## src/shared/rts_pkg.sv

```systemverilog
/*
 * Constants, encodings and register map of the reset and start-up
 * time-out sequencer.
 * Assumes a single 125 MHz system clock; everything else is sampled on it.
 */
package rts_pkg;

    // Timing
    localparam int CLK_PERIOD_NS   = 8;
    localparam int POWERUP_DELAY_TIMER_MS         = 72;
    localparam int RC_TICK_KHZ     = 1000;
    localparam int OST_CYCLES      = 1024;
    localparam int PIN_FILT_NS     = 2000;
    localparam int BOR_FILT_NS     = 100000;
    localparam int PIN_FILT_CYC    = (PIN_FILT_NS + CLK_PERIOD_NS - 1) / CLK_PERIOD_NS;
    localparam int BOR_FILT_CYC    = (BOR_FILT_NS + CLK_PERIOD_NS - 1) / CLK_PERIOD_NS;
    localparam int POWERUP_DELAY_TIMER_TICKS      = POWERUP_DELAY_TIMER_MS * RC_TICK_KHZ;

    // Register byte offsets
    localparam logic [11:0] OFS_POWER_STATUS = 12'h000;
    localparam logic [11:0] OFS_CTRL         = 12'h004;
    localparam logic [11:0] OFS_SEQ_STATUS   = 12'h008;

    // Control register fields and reset value
    localparam int CTRL_POWERUP_DELAY_TIMER_EN_BIT = 0;
    localparam int CTRL_BOR_EN_BIT  = 1;
    localparam int CTRL_MODE_LSB    = 2;
    localparam logic [3:0] CTRL_RESET = 4'h3;

    // Power status fields
    localparam int PS_BROWNOUT_BIT = 0;
    localparam int PS_POWERON_BIT  = 1;

    // Sequence status fields
    localparam int SS_STATE_LSB = 0;
    localparam int SS_CAUSE_LSB = 4;
    localparam int SS_TO_BIT    = 8;
    localparam int SS_PD_BIT    = 9;
    localparam int SS_PIN_BIT   = 10;
    localparam int SS_LOW_BIT   = 11;

    typedef enum logic [1:0] {
        MODE_RC  = 2'b00,
        MODE_LP  = 2'b01,
        MODE_XT  = 2'b10,
        MODE_HS  = 2'b11
    } rts_mode_t;

    typedef enum logic [2:0] {
        ST_POWERUP_DELAY_TIMER     = 3'b000,
        ST_OST      = 3'b001,
        ST_RUN      = 3'b010,
        ST_BOR      = 3'b011,
        ST_SLEEP    = 3'b100,
        ST_WAKE_OST = 3'b101
    } rts_state_t;

    typedef enum logic [2:0] {
        CAUSE_POR       = 3'b000,
        CAUSE_PIN_RUN   = 3'b001,
        CAUSE_PIN_SLEEP = 3'b010,
        CAUSE_WDT_RUN   = 3'b011,
        CAUSE_BOR       = 3'b100,
        CAUSE_WDT_WAKE  = 3'b101
    } rts_cause_t;

endpackage

```

## src/hw/rts_top.sv

```systemverilog
/*
 * Reset and start-up time-out sequencer with an APB register slave.
 * Assumes all inputs synchronous to clk; rc_tick is a one-cycle strobe
 * from the internal RC oscillator, osc_in a sampled copy of the
 * oscillator input, slower than half the clk rate.
 */
`timescale 1ns/100ps

module rts_top #(
    parameter int POWERUP_DELAY_TIMER_TICKS    = rts_pkg::POWERUP_DELAY_TIMER_TICKS,
    parameter int OST_CYCLES    = rts_pkg::OST_CYCLES,
    parameter int PIN_FILT_CYC  = rts_pkg::PIN_FILT_CYC,
    parameter int BOR_FILT_CYC  = rts_pkg::BOR_FILT_CYC,
    parameter bit PIN_FILTER_EN = 1'b1
) (
    input  wire logic        clk,
    input  wire logic        nrst,
    input  wire logic        psel,
    input  wire logic        penable,
    input  wire logic        pwrite,
    input  wire logic [11:0] paddr,
    input  wire logic [31:0] pwdata,
    output logic      [31:0] prdata,
    output logic             pready,
    output logic             pslverr,
    input  wire logic        por_pulse,
    input  wire logic        supply_low,
    input  wire logic        ext_reset_n,
    input  wire logic        watchdog_reset,
    input  wire logic        watchdog_wake,
    input  wire logic        sleep_enter,
    input  wire logic        sleep_wake,
    input  wire logic        rc_tick,
    input  wire logic        osc_in,
    output logic             core_reset,
    output logic             core_hold,
    output logic             por_active,
    output logic             clock_div_out,
    output logic      [2:0]  reset_cause,
    output logic             timeout_flag,
    output logic             powerdown_flag
);

    rts_pkg::rts_state_t state_reg;
    rts_pkg::rts_state_t state_next;
    rts_pkg::rts_cause_t cause_reg;
    rts_pkg::rts_cause_t cause_next;

    logic [31:0] cnt_reg;
    logic [31:0] cnt_next;
    logic [31:0] pin_cnt_reg;
    logic [31:0] bor_cnt_reg;
    logic        pin_low_reg;
    logic        pin_low_d_reg;
    logic        bor_low_reg;
    logic        osc_prev_reg;
    logic        div_half_reg;
    logic        div_out_reg;
    logic        wdt_hold_reg;
    logic        to_reg;
    logic        to_next;
    logic        pd_reg;
    logic        pd_next;
    logic        ps_bor_reg;
    logic        ps_por_reg;
    logic [3:0]  ctrl_reg;
    logic [31:0] prdata_reg;

    // Decode of configuration and events
    wire         powerup_delay_timer_en    = ctrl_reg[rts_pkg::CTRL_POWERUP_DELAY_TIMER_EN_BIT];
    wire         bor_en     = ctrl_reg[rts_pkg::CTRL_BOR_EN_BIT];
    wire [1:0]   osc_mode   = ctrl_reg[rts_pkg::CTRL_MODE_LSB +: 2];
    wire         crystal    = osc_mode != rts_pkg::MODE_RC;
    wire         osc_rise   = osc_in & ~osc_prev_reg;
    wire         pin_low    = PIN_FILTER_EN ? pin_low_reg : ~ext_reset_n;
    wire         pin_fell   = pin_low & ~pin_low_d_reg;
    wire         powerup_delay_timer_done  = cnt_reg >= 32'(POWERUP_DELAY_TIMER_TICKS);
    wire         ost_done   = cnt_reg >= 32'(OST_CYCLES);
    wire         ev_bor     = bor_low_reg & (state_reg != rts_pkg::ST_BOR);
    wire         running    = state_reg == rts_pkg::ST_RUN;
    wire         sleeping   = state_reg == rts_pkg::ST_SLEEP;

    // Stage after power-up delay; brown-out recovery skips the count
    function automatic rts_pkg::rts_state_t after_powerup_delay_timer(input logic xtal,
                                                       input logic from_bor);
        if (xtal && !from_bor) begin
            after_powerup_delay_timer = rts_pkg::ST_OST;
        end else begin
            after_powerup_delay_timer = rts_pkg::ST_RUN;
        end
    endfunction

    // Sampled oscillator edge and divider
    always_ff @(posedge clk or negedge nrst) begin
        if (!nrst) begin
            osc_prev_reg <= 1'b0;
            div_half_reg <= 1'b0;
            div_out_reg  <= 1'b0;
        end else begin
            osc_prev_reg <= osc_in;
            if (osc_mode != rts_pkg::MODE_RC) begin
                div_half_reg <= 1'b0;
                div_out_reg  <= 1'b0;
            end else if (osc_rise) begin
                div_half_reg <= ~div_half_reg;
                div_out_reg  <= div_out_reg ^ div_half_reg;
            end
        end
    end

    // Pin glitch filter: low must persist before it counts
    always_ff @(posedge clk or negedge nrst) begin
        if (!nrst) begin
            pin_cnt_reg   <= 32'h0000_0000;
            pin_low_reg   <= 1'b0;
            pin_low_d_reg <= 1'b0;
        end else begin
            pin_low_d_reg <= pin_low;
            if (ext_reset_n) begin
                pin_cnt_reg <= 32'h0000_0000;
                pin_low_reg <= 1'b0;
            end else if (pin_cnt_reg >= 32'(PIN_FILT_CYC - 1)) begin
                pin_low_reg <= 1'b1;
            end else begin
                pin_cnt_reg <= pin_cnt_reg + 32'h0000_0001;
            end
        end
    end

    // Brown-out filter; short dips never reach the sequencer
    always_ff @(posedge clk or negedge nrst) begin
        if (!nrst) begin
            bor_cnt_reg <= 32'h0000_0000;
            bor_low_reg <= 1'b0;
        end else if (!supply_low || !bor_en) begin
            bor_cnt_reg <= 32'h0000_0000;
            bor_low_reg <= 1'b0;
        end else if (bor_cnt_reg >= 32'(BOR_FILT_CYC - 1)) begin
            bor_low_reg <= 1'b1;
        end else begin
            bor_cnt_reg <= bor_cnt_reg + 32'h0000_0001;
        end
    end

    // Sequencer next state and cause; priority por > brown-out > pin > watchdog
    always_comb begin
        state_next = state_reg;
        cause_next = cause_reg;
        to_next    = to_reg;
        pd_next    = pd_reg;
        if (por_pulse) begin
            cause_next = rts_pkg::CAUSE_POR;
            to_next    = 1'b1;
            pd_next    = 1'b1;
            if (powerup_delay_timer_en) begin
                state_next = rts_pkg::ST_POWERUP_DELAY_TIMER;
            end else begin
                state_next = after_powerup_delay_timer(crystal, 1'b0);
            end
        end else if (ev_bor) begin
            state_next = rts_pkg::ST_BOR;
            cause_next = rts_pkg::CAUSE_BOR;
            to_next    = 1'b1;
            pd_next    = 1'b1;
        end else if (pin_fell && (running || sleeping)) begin
            state_next = rts_pkg::ST_RUN;
            if (sleeping) begin
                cause_next = rts_pkg::CAUSE_PIN_SLEEP;
                to_next    = 1'b1;
                pd_next    = 1'b0;
            end else begin
                cause_next = rts_pkg::CAUSE_PIN_RUN;
            end
        end else begin
            case (state_reg)
                rts_pkg::ST_POWERUP_DELAY_TIMER: begin
                    if (!powerup_delay_timer_en || powerup_delay_timer_done) begin
                        state_next = after_powerup_delay_timer(crystal,
                                                cause_reg == rts_pkg::CAUSE_BOR);
                    end
                end
                rts_pkg::ST_OST, rts_pkg::ST_WAKE_OST: begin
                    if (ost_done) begin
                        state_next = rts_pkg::ST_RUN;
                    end
                end
                rts_pkg::ST_BOR: begin
                    if (!supply_low) begin
                        state_next = powerup_delay_timer_en ? rts_pkg::ST_POWERUP_DELAY_TIMER : rts_pkg::ST_RUN;
                    end
                end
                rts_pkg::ST_RUN: begin
                    if (watchdog_reset) begin
                        cause_next = rts_pkg::CAUSE_WDT_RUN;
                        to_next    = 1'b0;
                        pd_next    = 1'b1;
                    end else if (sleep_enter) begin
                        state_next = rts_pkg::ST_SLEEP;
                        to_next    = 1'b1;
                        pd_next    = 1'b0;
                    end
                end
                rts_pkg::ST_SLEEP: begin
                    if (watchdog_wake || sleep_wake) begin
                        state_next = crystal ? rts_pkg::ST_WAKE_OST : rts_pkg::ST_RUN;
                        if (watchdog_wake) begin
                            cause_next = rts_pkg::CAUSE_WDT_WAKE;
                            to_next    = 1'b0;
                            pd_next    = 1'b0;
                        end
                    end
                end
                default: begin
                    state_next = rts_pkg::ST_POWERUP_DELAY_TIMER;
                end
            endcase
        end
    end

    // Shared time-out counter, cleared on every stage change
    always_comb begin
        cnt_next = cnt_reg;
        if (state_next != state_reg || por_pulse) begin
            cnt_next = 32'h0000_0000;
        end else if (state_reg == rts_pkg::ST_POWERUP_DELAY_TIMER && rc_tick && !powerup_delay_timer_done) begin
            cnt_next = cnt_reg + 32'h0000_0001;
        end else if ((state_reg == rts_pkg::ST_OST || state_reg == rts_pkg::ST_WAKE_OST)
                     && osc_rise && !ost_done) begin
            cnt_next = cnt_reg + 32'h0000_0001;
        end
    end

    // Sequencer registers; nrst release counts as a power-on
    always_ff @(posedge clk or negedge nrst) begin
        if (!nrst) begin
            state_reg    <= rts_pkg::ST_POWERUP_DELAY_TIMER;
            cause_reg    <= rts_pkg::CAUSE_POR;
            cnt_reg      <= 32'h0000_0000;
            to_reg       <= 1'b1;
            pd_reg       <= 1'b1;
            wdt_hold_reg <= 1'b0;
        end else begin
            state_reg    <= state_next;
            cause_reg    <= cause_next;
            cnt_reg      <= cnt_next;
            to_reg       <= to_next;
            pd_reg       <= pd_next;
            wdt_hold_reg <= running && watchdog_reset && !por_pulse && !ev_bor;
        end
    end

    // Core reset: sequence stages, filtered pin, internal watchdog pulse
    wire seq_hold = state_reg == rts_pkg::ST_POWERUP_DELAY_TIMER || state_reg == rts_pkg::ST_OST
                    || state_reg == rts_pkg::ST_BOR;
    assign core_reset     = seq_hold | pin_low | wdt_hold_reg | por_pulse;
    assign core_hold      = sleeping | (state_reg == rts_pkg::ST_WAKE_OST);
    assign por_active     = (cause_reg == rts_pkg::CAUSE_POR) & seq_hold;
    assign clock_div_out  = div_out_reg;
    assign reset_cause    = cause_reg;
    assign timeout_flag   = to_reg;
    assign powerdown_flag = pd_reg;

    // APB decode; the slave never waits
    wire setup    = psel & ~penable;
    wire access   = psel & penable;
    wire hit_ps   = paddr == rts_pkg::OFS_POWER_STATUS;
    wire hit_ctrl = paddr == rts_pkg::OFS_CTRL;
    wire hit_seq  = paddr == rts_pkg::OFS_SEQ_STATUS;
    wire mapped   = hit_ps | hit_ctrl | hit_seq;
    wire wr_ps    = access & pwrite & hit_ps;
    wire wr_ctrl  = access & pwrite & hit_ctrl;

    assign pready  = 1'b1;
    assign pslverr = access & ~mapped;
    assign prdata  = prdata_reg;

    // Read data captured in the setup cycle
    wire [31:0] rd_ps   = {30'h0, ps_por_reg, ps_bor_reg};
    wire [31:0] rd_ctrl = {28'h000_0000, ctrl_reg};
    wire [31:0] rd_seq  = {20'h0_0000, bor_low_reg, pin_low, pd_reg, to_reg,
                           1'b0, cause_reg, 1'b0, state_reg};
    wire [31:0] rd_mux  = hit_ps ? rd_ps : hit_ctrl ? rd_ctrl : hit_seq ? rd_seq
                          : 32'h0000_0000;

    always_ff @(posedge clk or negedge nrst) begin
        if (!nrst) begin
            prdata_reg <= 32'h0000_0000;
            ctrl_reg   <= rts_pkg::CTRL_RESET;
        end else begin
            if (setup) begin
                prdata_reg <= rd_mux;
            end
            if (wr_ctrl) begin
                ctrl_reg <= pwdata[3:0];
            end
        end
    end

    // Power-on status bit: cleared by power-on or by a software write of 0
    always_ff @(posedge clk or negedge nrst) begin
        if (!nrst) begin
            ps_por_reg <= 1'b0;
        end else if (por_pulse) begin
            ps_por_reg <= 1'b0;
        end else if (wr_ps) begin
            ps_por_reg <= pwdata[rts_pkg::PS_POWERON_BIT];
        end
    end

    // Brown-out status bit has no reset: unknown at power-on; hardware clear wins
    always_ff @(posedge clk) begin
        if (ev_bor) begin
            ps_bor_reg <= 1'b0;
        end else if (wr_ps) begin
            ps_bor_reg <= pwdata[rts_pkg::PS_BROWNOUT_BIT];
        end
    end

endmodule

```

## config.mk

```make
export PLATFORM = sky130hd
export DESIGN_NAME = rts_top
export DESIGN_NICKNAME = d
export VERILOG_FILES = /design/src/shared/rts_pkg.sv /design/src/hw/rts_top.sv
export SDC_FILE = /design/constraint.sdc
export NUM_CORES = 1
export LEC_CHECK = 0
export BUFFER_PORTS_ARGS = -buffer_cell sky130_fd_sc_hd__buf_2
export CAP_MARGIN = 20
export CELL_PAD_IN_SITES_DETAIL_PLACEMENT = 0
export CELL_PAD_IN_SITES_GLOBAL_PLACEMENT = 1
export CORE_UTILIZATION = 40
export CTS_BUF_LIST = sky130_fd_sc_hd__clkbuf_8
export DETAILED_ROUTE_END_ITERATION = 12
export GPL_ROUTABILITY_DRIVEN = 0
export PLACE_DENSITY = 0.8
export SYNTH_ARGS = -nofsm -noshare
export SYNTH_HDL_FRONTEND = slang
export SYNTH_SLANG_ARGS = --single-unit
```

## constraint.sdc

```tcl
create_clock -name clk -period 3.6 [get_ports clk]
set_clock_uncertainty 0.1 [all_clocks]
set_input_delay 0 -clock clk [delete_from_list [all_inputs] [get_ports clk]]
set_output_delay 0 -clock clk [all_outputs]
set_load 0.03 [all_outputs]
```

== Word level (Yosys, flattened, before mapping) ==
Index checks and enable logic that the tools add are counted.
Word-level totals
  bits in registers: 149
  bits in latches: 0
  bits in writable memories: 0
  ROM bits: 0
  input port bits: 58
  word-level logic and storage cells: 162
  memories: 0
Cells by class
  add/subtract/negate cells: 3
  multiply operators: 0
  divide/modulo/power cells: 0
  order comparisons: 4
  equal/unequal tests: 17
  shifts and indexed selects: 0
  multiplexer cells: 59
  bitwise gates (word level): 22
  reduce and logical (&&, ||, !) cells: 39
Operator list (count)
  $mux W32: 7
  $add A32 B1 Y32 const B: 3
  $mux W3: 16
  $mux W12: 3
  $ge A32 B11 Y1 const B: 1
  $ge A32 B14 Y1 const B: 1
  $ge A32 B17 Y1 const B: 1
  $ge A32 B8 Y1 const B: 1
  $mux W1: 24
  $pmux W3 S5: 1
  $eq A12 B3 Y1 const B: 1
  $eq A12 B4 Y1 const B: 1
  $logic_not A12 Y1: 1
  $and A1 B1 Y1: 10
  $mux W2: 5
  $ne A5 B4 Y1 const B: 2
  $reduce_bool A2 Y1: 5
  $eq A3 B3 Y1 const B: 3
  $logic_and A1 B1 Y1: 9
  $logic_not A1 Y1: 8
  $logic_or A1 B1 Y1: 8
  $eq A3 B2 Y1 const B: 2
  $logic_not A3 Y1: 2
  $ne A6 B5 Y1 const B: 1
  other kinds (17): 28

== Logic depth before layout (Yosys ltp) ==
  depth after elaboration: 12
  depth in mapped cells: 10
  gate-level depth less buffers: 9

== Worst setup path before layout ==
OpenSTA, ideal clock, no wires.
  path type: flip-flop to flip-flop
  from: reg state_reg[0]
  to: reg cnt_reg[14]
  arrival time: 2.595 ns
  data required time: 3.428 ns
  setup slack: 0.833 ns
  stages on the path, launching flop included: 9
  buffers on the path: 2
  clock period less this slack: 2.767 ns
  cell sequence: dfrtp_1 -> or3b_4 -> maj3_2 -> a21o_1 -> a2111o_1 -> or4_1 -> buf_2 -> buf_6 -> nor2_1
Between the ends
  cells in the longest elaborated chain, start to end: 9
  elaborated cells on any way between the ends: 31
Ends and longest elaborated chain
  start, declared: line rts_top.sv:44  | rts_pkg::rts_state_t state_reg;
  start signal, assigned: line rts_top.sv:236  | state_reg <= rts_pkg::ST_POWERUP_DELAY_TIMER;
  start signal, assigned: line rts_top.sv:243  | state_reg <= state_next;
  $eq A3 B1 Y1, or another cell as far along: line rts_top.sv:175, rts_top.sv:227
  $reduce_or A2 Y1, or another cell as far along: line rts_top.sv:175  | case (state_reg)
  $pmux W3 S5 / $logic_and A1 B1 Y1 (equally long branches): line rts_top.sv:175, rts_top.sv:165
  $mux W3: line rts_top.sv:165  | end else if (pin_fell && (running || sleeping)) begin
  $mux W3: line rts_top.sv:160  | end else if (ev_bor) begin
  $mux W3: line rts_top.sv:151  | if (por_pulse) begin
  $ne A3 B3 Y1: line rts_top.sv:223  | if (state_next != state_reg || por_pulse) begin
  $logic_or A1 B1 Y1: line rts_top.sv:223
  $reduce_bool A3 Y1 (no line) / $mux W32 (equally long branches)
  end signal, assigned: line rts_top.sv:245  | cnt_reg <= cnt_next;
  end, declared: line rts_top.sv:49  | logic [31:0] cnt_reg;
Several ways; a longest one is shown, not always the timed one.
A chain may end at the register's enable or synchronous reset.

== Worst setup path in the final report ==
  from: reg state_reg[0]
  to: reg cnt_reg[1]
The elaborated chain is that of the path after synthesis.

==> reports/results.ini <==
[synthesis]
post-synth-top-area-cell = sky130_fd_sc_hd__dfrtp_1
post-synth-top-area-fraction_pct = 51.1
synth.cells.most_frequent = 123 x sky130_fd_sc_hd__dfrtp_1, 61 x sky130_fd_sc_hd__nor2_1, 33 x sky130_fd_sc_hd__a21oi_1
synth.distinct_cells = 58
syn_area_per_cell_um2 = 10.2
postSynthCellCount = 588
yosysMostFrequentCell = sky130_fd_sc_hd__dfrtp_1
ys_dominant_reg_cell = sky130_fd_sc_hd__dfrtp_1
synthesis.area_um2 = 6020
synth.ff_latch_count = 128
synth-async-reset-ratio_pct = 99.2
synthTopCellsByArea = sky130_fd_sc_hd__dfrtp_1 51%, sky130_fd_sc_hd__nor2_1 3.8%, sky130_fd_sc_hd__nor2b_1 2.9%
edff_count_synth = 0
yosys_warnings = 0
synth_seq_area_share_pct = 53.2

[min_path]
hold_path_startpoint = sleep_wake
min_path_cells = 5
hold-path-endpoint = state_reg[2]
worstHoldPathType = input port to flop

[route]
antenna_violating_nets_post_route = 0
met3_wirelength_um = 684
firstDrtPassIters = 5
route.top_layer_used = met4
detailroute.via_count = 4495
routed_wire_length_per_instance_um = 14.9
drt-initial-drc-count = 265
met2_wirelength_mm = 5.98
m1WireLength_mm = 5.92
totalWireLength_mm = 12.8
avg_vias_per_cell = 5.23
detail_route.drc_violations = 0

[grt]
number_of_global_route_vias_before_repair = 4501
grt_max_degree = 69
overflow = 0
grt_pass1_wl_mm = 22.2
grt_use_total_pct = 18.0
number_of_antenna_violations_at_the_first_check_in_global_routing = 0

[worst_setup_path]
required_ps = 3860
worstSetupEndpointType = flop
rrSetupSlack_ps = 400
reg_to_reg_critical_path_startpoint = state_reg[0]
worstSetupPathType = flop to flop
worst_reg2reg_path_length_in_cells = 6
worstReg2RegEnd = cnt_reg[1]
cp-start-kind = flop
worst-endpoint-arrival_ps = 3460
crit_path_max_fanout = 17

[pwr]
totalPowerFinal_mw = 3.11
worst_ir_drop_vdd_mv = 0.269
share_comb_of_total_power_pct = 10.5
seq_power_share_pct = 48.6
internal_power_mw = 2.28
p_clk_share_pct = 41.0
power_switching_share_pct = 26.7
leakagePower_nw = 3.34
net-switching-power_mw = 0.829
p_per_area_nw_per_um2 = 443

[sta]
setup_tns_ps = 0
timing.slew.headroom_pct = 43.3
achievable-frequency_ghz = 0.313
hold_violation_total_from_the_final_report = 0
grt_setup_unrepaired = no
period_needed_ps = 3200
finalMaxSlewViolations = 0
period_share_pct = 88.8
max_slew.worst_pin.slew_ps = 851
finalSetupViolCount = 0

[die]
die_w_um = 125
std_cell_rows = 44
floorplan.io_pins = 101
floorplan.core_area_um2 = 14600
die_height_um = 125
die-area_um2 = 15500
start_util_pct = 41.3

[cells_and_area]
layout-drive-gt1-share_pct = 16.0
insertedDiodeCount = 0
area.growth.synth_to_final_pct = 16.5
fillers = 1338
final_net_count = 729

[clock_tree]
insertion_delay_ps = 450
cts_hold_buf = 20
clock_sink_count = 128
buffer_levels_on_the_longest_clock_path = 2
clock_tree_from_tritoncts = built
cts_resized = 0
clkTransAtPathRegs_ps = 70
post-cts-setup-buffer-count = 0
clock-root-buffer = sky130_fd_sc_hd__clkbuf_8
clock_tree.htree_level_count = 4
number_of_buffers_inserted_during_clock_tree_synthesis = 17

[placed_design]
detailedPlacementHpwl_mm = 8.71
portBuffers = 50

[flow_run]
max_cap_viol_count = 0

[status]
outcome = completed

[kinds of logic (layout without fill, tap and decap cells)]
kind of cell,Yosys count,in the layout,synth area share (%)
AOI/OAI and AO/OA,83,83,9.11
xor gates and xnor gates,31,31,4.51
adders and majority gates,10,10,2.06
buffers and inverters,66,133,5.65
DFF,128,128,53.2
muxes,15,15,2.66
other,2,22,0.125
and+or+nand+nor,253,253,22.7
[metal layers]
layer / vias up / track usage (%)
met3: 17 / 5.41
met4: 0 / 7.37
met5: - / 0
met2: 121 / 27.5
met1: 2206 / 23.7
li1: 2151 / -
[how the worst max path moves through the flow]
stage | cells past startpoint | startpoint | slack (ps) | endpoint
after floorplan | 8 | state_reg[0] | 830 | cnt_reg[14]
after global placement | 6 | state_reg[0] | 500 | cnt_reg[1]
after detailed placement | 6 | state_reg[0] | 430 | cnt_reg[1]
after CTS | 6 | state_reg[0] | 400 | cnt_reg[1]
after global routing | 6 | state_reg[1] | 280 | cnt_reg[5]
final | 6 | state_reg[0] | 400 | cnt_reg[1]
[power groups by stage]
| stage | clock, mW | combinational [mW] | sequential (mW) |
|---|---|---|---|
| floorplan | 0 | 0.201 | 1.55 |
| global placement | 0 | 0.304 | 1.53 |
| detailed placement | 0 | 0.311 | 1.53 |
| CTS | 1.31 | 0.328 | 1.51 |
| global route | 1.38 | 0.359 | 1.51 |
| finish | 1.27 | 0.325 | 1.51 |
[layout make-up]
| class | count | area, um2 | area share, % |
|---|---|---|---|
| tap | 184 | 230 | 3.28 |
| multi-input combinational | 414 | 2550 | 36.4 |
| sequential | 128 | 3200 | 45.7 |
| clock inverter | 14 | 165 | 2.36 |
| timing repair buffer | 79 | 533 | 7.60 |
| clock buffer | 18 | 248 | 3.53 |
| inverter | 22 | 82.6 | 1.18 |
[metrics by stage]
| stage | utilization (%) | instances | setup slack, ps | cell area, um2 | hold slack [ps] |
|---|---|---|---|---|---|
| after floorplan | - | 608 | 833 | 6090 | -396 |
| after global placement | 43.9 | 807 | 501 | 6400 | 20.8 |
| after detailed placement | 43.9 | 807 | 427 | 6400 | 22.1 |
| after CTS | 48.1 | 859 | 405 | 7010 | 10.6 |
| after global routing | 48.1 | 859 | 284 | 7010 | 77.0 |
| final | 48.1 | 859 | 402 | 7010 | 33.6 |
[worst max-delay path, cell delays in order, from the launching register on]
cell and delay (ps):
sky130_fd_sc_hd__dfrtp_1 520, sky130_fd_sc_hd__or3b_4 480, sky130_fd_sc_hd__maj3_2 340, sky130_fd_sc_hd__a21o_1 170, sky130_fd_sc_hd__a2111o_1 440, sky130_fd_sc_hd__or4_1 840, sky130_fd_sc_hd__a21oi_1 220
[cells in the final DEF (no fill, tap or decap), drive strengths merged, types with 2 or more instances in the layout]
| cell type | Yosys | routed |
|---|---|---|
| and3 | 25 | 25 |
| nand2 | 32 | 32 |
| clkbuf | 19 | 18 |
| and4 | 3 | 3 |
| nor3 | 12 | 12 |
| a32oi | 2 | 2 |
| nor2 | 61 | 61 |
| xor2 | 12 | 12 |
| conb | 2 | 22 |
| or3 | 9 | 9 |
| mux2 | 8 | 8 |
| o21ai | 10 | 10 |
| nor4 | 18 | 18 |
| and2 | 19 | 19 |
| ha | 9 | 9 |
| nor2b | 28 | 28 |
| o21a | 5 | 5 |
| dlygate4sd3 | 0 | 20 |
| a21oi | 33 | 33 |
| nand4 | 15 | 15 |
| bufinv | 0 | 3 |
| a311oi | 2 | 2 |
| clkinv | 0 | 4 |
| xnor2 | 19 | 19 |
| dfstp | 4 | 4 |
| a22o | 7 | 7 |
| dfrtp | 123 | 123 |
| a211oi | 3 | 3 |
| a21o | 2 | 2 |
| nand3 | 16 | 16 |
| mux2i | 7 | 7 |
| buf | 25 | 59 |
| o31ai | 6 | 6 |
| clkinvlp | 0 | 3 |
| a2111o | 2 | 2 |
| or3b | 2 | 2 |
| or4 | 6 | 6 |
| inv | 22 | 26 |
No activity file was read; power rests on OpenSTA's default activity.
